**config.mk**
```make
export PLATFORM = sky130hd
export DESIGN_NAME = co_option_ctrl
export DESIGN_NICKNAME = d
export VERILOG_FILES = /design/src/verilog/co_pkg.sv /design/src/verilog/co_option_ctrl.sv
export VERILOG_INCLUDE_DIRS = /design/src /design/src/verilog
export SDC_FILE = /design/constraint.sdc
export NUM_CORES = 1
export LEC_CHECK = 0
export BUFFER_PORTS_ARGS = -buffer_cell sky130_fd_sc_hd__buf_2
export CAP_MARGIN = 25
export CORE_MARGIN = 4
export CORE_UTILIZATION = 49
export DETAILED_ROUTE_END_ITERATION = 10
export PLACE_DENSITY = 0.79
export SETUP_SLACK_MARGIN = 0.2
export SLEW_MARGIN = 25
export SYNTH_ARGS = -nofsm -noshare
export SYNTH_HDL_FRONTEND = slang
export SYNTH_SLANG_ARGS = --single-unit
```
**constraint.sdc**
```tcl
create_clock -name CLK -period 3.37 [get_ports CLK]
set_input_delay 0.8425 -clock CLK [delete_from_list [all_inputs] [get_ports CLK]]
set_output_delay 0.8425 -clock CLK [all_outputs]
set_load 0.05 [all_outputs]
```
**src/verilog/co_cfg.svh**
```systemverilog
`ifndef CO_CFG_SVH
`define CO_CFG_SVH

// smbus command codes
`define CO_CMD_OPTION 8'h12
`define CO_CMD_CURRENT 8'h14
`define CO_CMD_VOLTAGE 8'h15

// option word power-on value
`define CO_OPTION_RESET 16'hf902

// option word field positions
`define CO_WDOG_HI 14
`define CO_WDOG_LO 13
`define CO_LEARN_BIT 6

// watchdog field codes
`define CO_WDOG_OFF 2'h0
`define CO_WDOG_44 2'h1
`define CO_WDOG_88 2'h2

// timing
`define CO_CLK_HZ 100000000
`define CO_TICK_S 1
`define CO_TIMEOUT_44_S 44
`define CO_TIMEOUT_88_S 88
`define CO_TIMEOUT_175_S 175

`endif

```
**src/verilog/co_pkg.sv**
```systemverilog
`default_nettype none

package co_pkg;

    // option word split into its fields, msb first
    typedef struct packed {
        logic deglitch;
        logic [1:0] wdog;
        logic [1:0] depl;
        logic freq_up;
        logic freq_en;
        logic hs_en;
        logic ls_sel;
        logic learn;
        logic iout_sel;
        logic ac_ind;
        logic boost_en;
        logic boost_ind;
        logic acoc;
        logic inhibit;
    } co_opt_type;

    // analog controls leaving the block
    typedef struct packed {
        logic [1:0] depl_sel;
        logic freq_shift_en;
        logic freq_shift_up;
        logic hs_short_en;
        logic ls_short_sel;
        logic boost_limit_sel;
    } co_analog_type;

    // watchdog condition
    typedef enum logic [0:0] {
        CO_WD_RUN = 1'b0,
        CO_WD_SUSPENDED = 1'b1
    } co_wd_state_type;

endpackage

`default_nettype wire

```
**src/verilog/co_option_ctrl.sv**
```systemverilog
`timescale 1ns/1ps
`default_nettype none
`include "co_cfg.svh"

module co_option_ctrl
    import co_pkg::*;
#(
    parameter int TICK_CYCLES = (`CO_CLK_HZ * `CO_TICK_S)
) (
    // clock and reset
    input wire logic CLK,
    input wire logic RESET,
    // decoded smbus word write
    input wire logic WR_STROBE,
    input wire logic [7:0] WR_CODE,
    input wire logic [15:0] WR_DATA,
    // decoded smbus word read
    input wire logic RD_STROBE,
    input wire logic [7:0] RD_CODE,
    output logic [15:0] RD_DATA,
    output logic RD_VALID,
    // analog status pins
    input wire logic BATT_BELOW_DEPLETION,
    input wire logic BOOST_MODE,
    // power path and charge control
    output logic ADAPTER_PATH_SWITCH,
    output logic BATTERY_PATH_SWITCH,
    output logic CHARGE_SUSPEND,
    output logic BOOST_STOP,
    output co_analog_type ANALOG_CTRL,
    output logic [15:0] OPTION_WORD
);

    localparam logic [26:0] TICK_LAST = 27'(TICK_CYCLES - 1);

    // timeout in seconds for a field value
    function automatic logic [7:0] wd_limit(input logic [1:0] field, input logic boost);
        logic [7:0] lim;
        lim = 8'(`CO_TIMEOUT_175_S);
        if (!boost && field == `CO_WDOG_44) begin
            lim = 8'(`CO_TIMEOUT_44_S);
        end else if (!boost && field == `CO_WDOG_88) begin
            lim = 8'(`CO_TIMEOUT_88_S);
        end
        return lim;
    endfunction

    co_opt_type opt_reg;
    co_opt_type wr_opt;
    logic [2:0] batt_sync_reg;
    logic [2:0] boost_sync_reg;
    logic batt_low_reg;
    logic boost_mode_reg;
    logic cv_nonzero_reg;
    logic [26:0] tick_cnt_reg;
    logic [7:0] sec_cnt_reg;
    co_wd_state_type wd_state_reg;
    logic opt_wr;
    logic vi_wr;
    logic wd_enabled;
    logic boost_active;
    logic depl_hit;
    logic tick;
    logic expire;

    assign wr_opt = co_opt_type'(WR_DATA);
    assign opt_wr = WR_STROBE && WR_CODE == `CO_CMD_OPTION;
    assign vi_wr = WR_STROBE && (WR_CODE == `CO_CMD_VOLTAGE || WR_CODE == `CO_CMD_CURRENT);

    // three-stage synchronisers for the analog comparator levels
    always_ff @(posedge CLK or posedge RESET) begin
        if (RESET) begin
            batt_sync_reg <= 3'h0;
            boost_sync_reg <= 3'h0;
        end else begin
            batt_sync_reg <= {batt_sync_reg[1:0], BATT_BELOW_DEPLETION};
            boost_sync_reg <= {boost_sync_reg[1:0], BOOST_MODE};
        end
    end

    // accept a level once stages two and three agree
    always_ff @(posedge CLK or posedge RESET) begin
        if (RESET) begin
            batt_low_reg <= 1'b0;
            boost_mode_reg <= 1'b0;
        end else begin
            if (batt_sync_reg[1] == batt_sync_reg[2]) begin
                batt_low_reg <= batt_sync_reg[2];
            end
            if (boost_sync_reg[1] == boost_sync_reg[2]) begin
                boost_mode_reg <= boost_sync_reg[2];
            end
        end
    end

    // track whether charge voltage setting is nonzero
    always_ff @(posedge CLK or posedge RESET) begin
        if (RESET) begin
            cv_nonzero_reg <= 1'b0;
        end else if (WR_STROBE && WR_CODE == `CO_CMD_VOLTAGE) begin
            cv_nonzero_reg <= (WR_DATA != 16'h0000);
        end
    end

    // depletion detection and boost qualification
    assign depl_hit = batt_low_reg && cv_nonzero_reg;
    assign boost_active = opt_reg.boost_en && boost_mode_reg;
    assign wd_enabled = opt_reg.wdog != `CO_WDOG_OFF;

    // option word storage with self-clearing learn bit
    always_ff @(posedge CLK or posedge RESET) begin
        if (RESET) begin
            opt_reg <= co_opt_type'(`CO_OPTION_RESET);
        end else if (opt_wr) begin
            opt_reg <= wr_opt;
        end else if (opt_reg.learn && depl_hit) begin
            opt_reg.learn <= 1'b0;
        end
    end

    // one-second tick, restarted by every voltage or current write
    always_ff @(posedge CLK or posedge RESET) begin
        if (RESET) begin
            tick_cnt_reg <= 27'h0;
        end else if (vi_wr || tick) begin
            tick_cnt_reg <= 27'h0;
        end else begin
            tick_cnt_reg <= tick_cnt_reg + 27'h1;
        end
    end

    assign tick = tick_cnt_reg == TICK_LAST;

    // seconds since the last voltage or current write
    always_ff @(posedge CLK or posedge RESET) begin
        if (RESET) begin
            sec_cnt_reg <= 8'h00;
        end else if (vi_wr || !wd_enabled) begin
            sec_cnt_reg <= 8'h00;
        end else if (tick && wd_state_reg == CO_WD_RUN) begin
            sec_cnt_reg <= sec_cnt_reg + 8'h01;
        end
    end

    assign expire = wd_enabled && wd_state_reg == CO_WD_RUN
        && sec_cnt_reg >= wd_limit(opt_reg.wdog, boost_active);

    // watchdog suspend state; a write restarts the timer and wins
    always_ff @(posedge CLK or posedge RESET) begin
        if (RESET) begin
            wd_state_reg <= CO_WD_RUN;
        end else begin
            unique case (wd_state_reg)
                CO_WD_RUN: begin
                    if (expire && !vi_wr) begin
                        wd_state_reg <= CO_WD_SUSPENDED;
                    end
                end
                CO_WD_SUSPENDED: begin
                    if (vi_wr || (opt_wr && wr_opt.wdog == `CO_WDOG_OFF)) begin
                        wd_state_reg <= CO_WD_RUN;
                    end
                end
            endcase
        end
    end

    // power path, boost stop and analog controls
    always_ff @(posedge CLK or posedge RESET) begin
        if (RESET) begin
            ADAPTER_PATH_SWITCH <= 1'b1;
            BATTERY_PATH_SWITCH <= 1'b0;
            CHARGE_SUSPEND <= 1'b0;
            BOOST_STOP <= 1'b0;
            ANALOG_CTRL <= '0;
            OPTION_WORD <= `CO_OPTION_RESET;
        end else begin
            ADAPTER_PATH_SWITCH <= !opt_reg.learn;
            BATTERY_PATH_SWITCH <= opt_reg.learn;
            CHARGE_SUSPEND <= wd_state_reg == CO_WD_SUSPENDED;
            BOOST_STOP <= boost_active && depl_hit;
            ANALOG_CTRL.depl_sel <= opt_reg.depl;
            ANALOG_CTRL.freq_shift_en <= opt_reg.freq_en;
            ANALOG_CTRL.freq_shift_up <= opt_reg.freq_up;
            ANALOG_CTRL.hs_short_en <= opt_reg.hs_en;
            ANALOG_CTRL.ls_short_sel <= opt_reg.ls_sel;
            ANALOG_CTRL.boost_limit_sel <= boost_active && opt_reg.ls_sel;
            OPTION_WORD <= opt_reg;
        end
    end

    // read answer one cycle after the strobe; other codes return zero
    always_ff @(posedge CLK or posedge RESET) begin
        if (RESET) begin
            RD_DATA <= 16'h0000;
            RD_VALID <= 1'b0;
        end else begin
            RD_VALID <= RD_STROBE;
            if (RD_STROBE) begin
                RD_DATA <= (RD_CODE == `CO_CMD_OPTION) ? 16'(opt_reg) : 16'h0000;
            end
        end
    end
endmodule

`default_nettype wire

```
# Yosys cells after proc, flatten, opt, wreduce, memory -nomap -nowiden
# Cells that the tools add are included.
# W data, S select, Z words.
dict set report word_totals {
  out_inout_bits 44
  inputBits 38
  wordCells 87
  register_bits 105
}
dict set report classes {
  n_mux 11
  magnitude_cmp 1
  bitwise_logic 1
  n_eq_ne 9
  n_reduce_logical 28
  addsub 2
}
# op count
set op_table {}
lappend op_table {{$eq A8 B5 Y1 const B} 4}
lappend op_table {{$mux W8} 4}
lappend op_table {{$add A27 B1 Y27 const B} 1}
lappend op_table {{$eq A27 B27 Y1 const B} 1}
lappend op_table {{$mux W27} 1}
lappend op_table {{$mux W16} 1}
lappend op_table {{$reduce_bool A16 Y1} 1}
lappend op_table {{$logic_and A1 B1 Y1} 15}
lappend op_table {{$add A8 B1 Y8 const B} 1}
lappend op_table {{$ge A8 B8 Y1} 1}
lappend op_table {{$reduce_bool A2 Y1} 3}
lappend op_table {{$logic_not A1 Y1} 4}
lappend op_table {{$logic_or A1 B1 Y1} 4}
lappend op_table {{$mux W1} 4}
lappend op_table {{$eq A1 B1 Y1} 2}
lappend op_table {{$eq A2 B1 Y1 const B} 1}
lappend op_table {{$eq A2 B2 Y1 const B} 1}
lappend op_table {{$logic_not A2 Y1} 1}
lappend op_table {{$pmux W1 S2} 1}
lappend op_table {{$not A1 Y1} 1}

# Logic depth before layout (Yosys ltp)
dict set report depth {
  ltp_word 10
  depth_mapped 9
}

# Least setup slack after synthesis
# Ideal clock, no wire load.
dict set report synth_timing {
  kind {input -> register}
  startpoint {input port RD_CODE[2]}
  endpoint {register RD_DATA[0]}
  setup_ps 83
  setup_slack_ps 969
  t_required_ps 3287
  arrival_ps 2318
  stages 6
  cell_sequence {nor4b_1 nand3b_1 nor4b_1 clkbuf_1 nand2_1 o21ai_0}
}
dict set report synth_via {
  elab_chain_cells 2
}
# element line_no
set synth_lines {}
lappend synth_lines {{start, declared} co_option_ctrl.sv:19} ;# input wire logic [7:0] RD_CODE,
lappend synth_lines {{$eq A8 B5 Y1 (no line)} -}
lappend synth_lines {{$mux W16} co_option_ctrl.sv:200} ;# RD_DATA <= (RD_CODE == `CO_CMD_OPTION) ? 16'(opt_reg) : 16'h0000;
lappend synth_lines {{end signal, assigned} co_option_ctrl.sv:200}
lappend synth_lines {{end, declared} co_option_ctrl.sv:20} ;# output logic [15:0] RD_DATA,
# No other way between the ends.
# A chain may end at the register's enable or synchronous reset.

# Worst setup path in the final report
dict set report layout_timing {
  startpoint {register tick_cnt_reg[17]}
  endpoint {register sec_cnt_reg[7]}
}
dict set report layout_via {
  elab_chain_cells 3
}
# element line_no
set layout_lines {}
lappend layout_lines {{start, declared} co_option_ctrl.sv:55} ;# logic [26:0] tick_cnt_reg;
lappend layout_lines {{start signal, assigned} co_option_ctrl.sv:128} ;# tick_cnt_reg <= tick_cnt_reg + 27'h1;
lappend layout_lines {{$eq A27 B27 Y1} co_option_ctrl.sv:132} ;# assign tick = tick_cnt_reg == TICK_LAST;
lappend layout_lines {{$logic_and A1 B1 Y1} co_option_ctrl.sv:140} ;# end else if (tick && wd_state_reg == CO_WD_RUN) begin
lappend layout_lines {{$reduce_bool A2 Y1 (no line)} -}
lappend layout_lines {{end signal, assigned} co_option_ctrl.sv:141} ;# sec_cnt_reg <= sec_cnt_reg + 8'h01;
lappend layout_lines {{end, declared} co_option_ctrl.sv:56} ;# logic [7:0] sec_cnt_reg;
# No other way between the ends.

==> impl_metrics.yaml <==
run_status:
  outcome: "finished, final reports clean"
yosys:
  synth_top_cell_area_share: 0.515
  synth_top_area_cell: "dfrtp_1"
  synth_xor_area_frac: 0.0545
  synth_mux_area_frac: 0.0428
  async_flop_share: 1.00
  synth_compound_area_frac: 0.0533
  synthDistinctLibCells: 41
  synthTopCellsByCount: "86 x dfrtp_1, 32 x nor2_1, 29 x nand2_1"
  ys_warn_count: 0
  syn_area_sq_um: 4180
  ys_seq_area_frac: 0.610
  ys.flop_type: "dfrtp_1"
  syn-num-nets: 411
  synthCells: 364
  synth-seq-cells: 101
  synth_fa_ha_area_frac: 0.0318
  synthSimpleGateAreaFrac: 0.171
  synth_top_family_by_area: "simple AND/OR/NAND/NOR gates"
  synth_area_per_cell_sq_um: 11.5
  synth_most_common_cell: "dfrtp_1"
  synth_edf_count: 0
  synth_area_leaders: "dfrtp_1 52%, dfstp_2 9.4%, mux2_2 4.0%, xor2_1 4.0%, nor2_1 2.9%"
drt:
  drt_iter0_drc: 115
  avgRoutedWirePerCell_um: 15.3
  first_pass_iters: 4
  vias_per_cell: 5.28
  wirelength_mm: 8.54
  drt_drc_violations_left: 0
  ant_nets: 0
  vias: 2950
global_route:
  met1_usage: 0.223
  grt-ovfl-total: 0
  grtUsageMet3: 0.0646
  antenna_found_initial: 0
  grt_pass1_wl_mm: 14.4
  grt_max_degree: 102
  track_usage: 0.180
  first_global_vias: 3119
  met2_usage: 0.296
  top_usage_layer: "met2"
min_path:
  hp-class: "register to register"
layout:
  fin_util: 0.595
  largest_register_ffs: 27
  drive_above_1_share: 0.297
  layout.nets: 496
  syn_to_final_growth_pct: 17.7
  antenna_cells: 0
  final_cells: 559
job:
  maxCapViolCount: 0
critical_path:
  path_class: "register to register"
  required_ns: 3.66
  cp_data_arrival_time_ns: 2.81
  endpoint_kind: "register"
  start_kind: "register"
  critPathMaxFanout: 12
power_and_ir_drop:
  leakage_nw: 2.43
  powerDensity_nw_per_um2: 493
  peakVddDrop_uv: 321
sta:
  slew_violations: 0
  rsz0062_at_grt: "false"
  period_needed_ns: 2.52
  skew_ns: 0.0110
  tightest_slew_ns: 0.785
  timing.fmax_ghz: 0.398
  setup_viol: 0
  hold_viol: 0
  setup-tns-final_ns: 0
  period_share: 0.746
  slew_headroom: 0.475
clocking:
  cts_buffers: 9
  clk_pin_slew_ns: 0.10
  cts_hold_buf: 0
  insertion_delay_ns: 0.37
  cts_setup_buffers: 0
  clkSinkCount: 101
  cts.repair.resized: 0
  ctsRootBufferMaster: "clkbuf_8"
  clk_path_buf_depth: 2
  cts_tree: "yes"
  htreeDepth: 3
placed_design:
  dpl.hpwl_mm: 6.16
  dp.cells: 543
  gp_congestion: 0.822
  io_buffers: 81
die:
  initial_core_util: 0.506
  core_sq_um: 8260
  rows: 33
  ios: 82
  die_y_um: 100
  die_area_sq_um: 10100
  die_w_um: 100
==> layout make-up <==
class,instances,area [sq um]
repair buffers,86,455
multi-input cells,227,1480
clock inverters,6,80.1
fillers,656,3340
well taps,105,131
flip-flops and latches,101,2550
inverters,24,93.8
clock buffers,10,128
==> metrics by stage <==
step	total power [mW]	setup slack [ns]	hold slack (ns)	area, sq um
floorplan	1.55	0.969	0.331	4180
global placement	1.62	0.961	0.333	4710
detailed placement	1.65	0.882	0.336	4710
CTS	2.45	0.852	0.356	4920
global route	2.53	0.763	0.367	4920
finish	2.43	0.855	0.350	4920
==> cells by family after synthesis <==
family,after synthesis
compound gates,41
xor+xnor,26
fa+ha+maj,11
buf+inv,36
flops,101
mux,16
simple gates,133
==> where the power goes <==
part           switching, mW  total (mW)  internal (mW)
combinational          0.178       0.278         0.0999
clock                  0.441       0.801          0.361
sequential            0.0580        1.35           1.29
==> critical path, cell delays in order (launching register included) <==
cell,delay (ns)
dfrtp_1,0.44
or4b_1,0.55
nand2b_1,0.17
or4_4,0.58
or4_1,0.54
a21oi_1,0.16
==> cell usage in the layout, fill, tap and decap left out, types with 6 or more instances in the layout <==
cell and instances:
a21oi_1 10, ha_1 9, dfrtp_1 86, xor2_1 19, or3_1 7, xnor2_1 7
clkbuf_8 9, nand3_1 13, buf_2 81, nand4_1 9, dfstp_2 15, and3_1 10
o21ai_0 23, mux2_2 15, nor2_1 32, nor4_1 6, nand2_1 29, inv_1 23
==> routing by layer <==
layer,vias to the layer above,share of wire,wire [um]
met2,88,0.48,4070
met3,13,0.077,655
met4,0,0.013,110
li1,1413,-,-
met1,1436,0.43,3700
met5,-,0,0
==> worst paths after layout <==
| path | slack (ns) | depth (start not counted) | from | endpoint |
|---|---|---|---|---|
| setup / recovery | 0.85 | 5 | tick_cnt_reg[17]$_DFF_PP0_ | sec_cnt_reg[7]$_DFFE_PP0P_ |
| hold / removal | 0.35 | 0 | batt_sync_reg[0]$_DFF_PP0_ | batt_sync_reg[1]$_DFF_PP0_ |
| setup reg to reg | 0.85 | 5 | tick_cnt_reg[17]$_DFF_PP0_ | sec_cnt_reg[7]$_DFFE_PP0P_ |
| hold reg to reg | 0.35 | 0 | batt_sync_reg[0]$_DFF_PP0_ | batt_sync_reg[1]$_DFF_PP0_ |
| max in group asynchronous | 2.36 | 3 | RESET | OPTION_WORD[1]$_DFF_PP1_ |
| min in group asynchronous | 0.60 | 3 | RESET | tick_cnt_reg[20]$_DFF_PP0_ |
(Power assumes the default switching activity.)
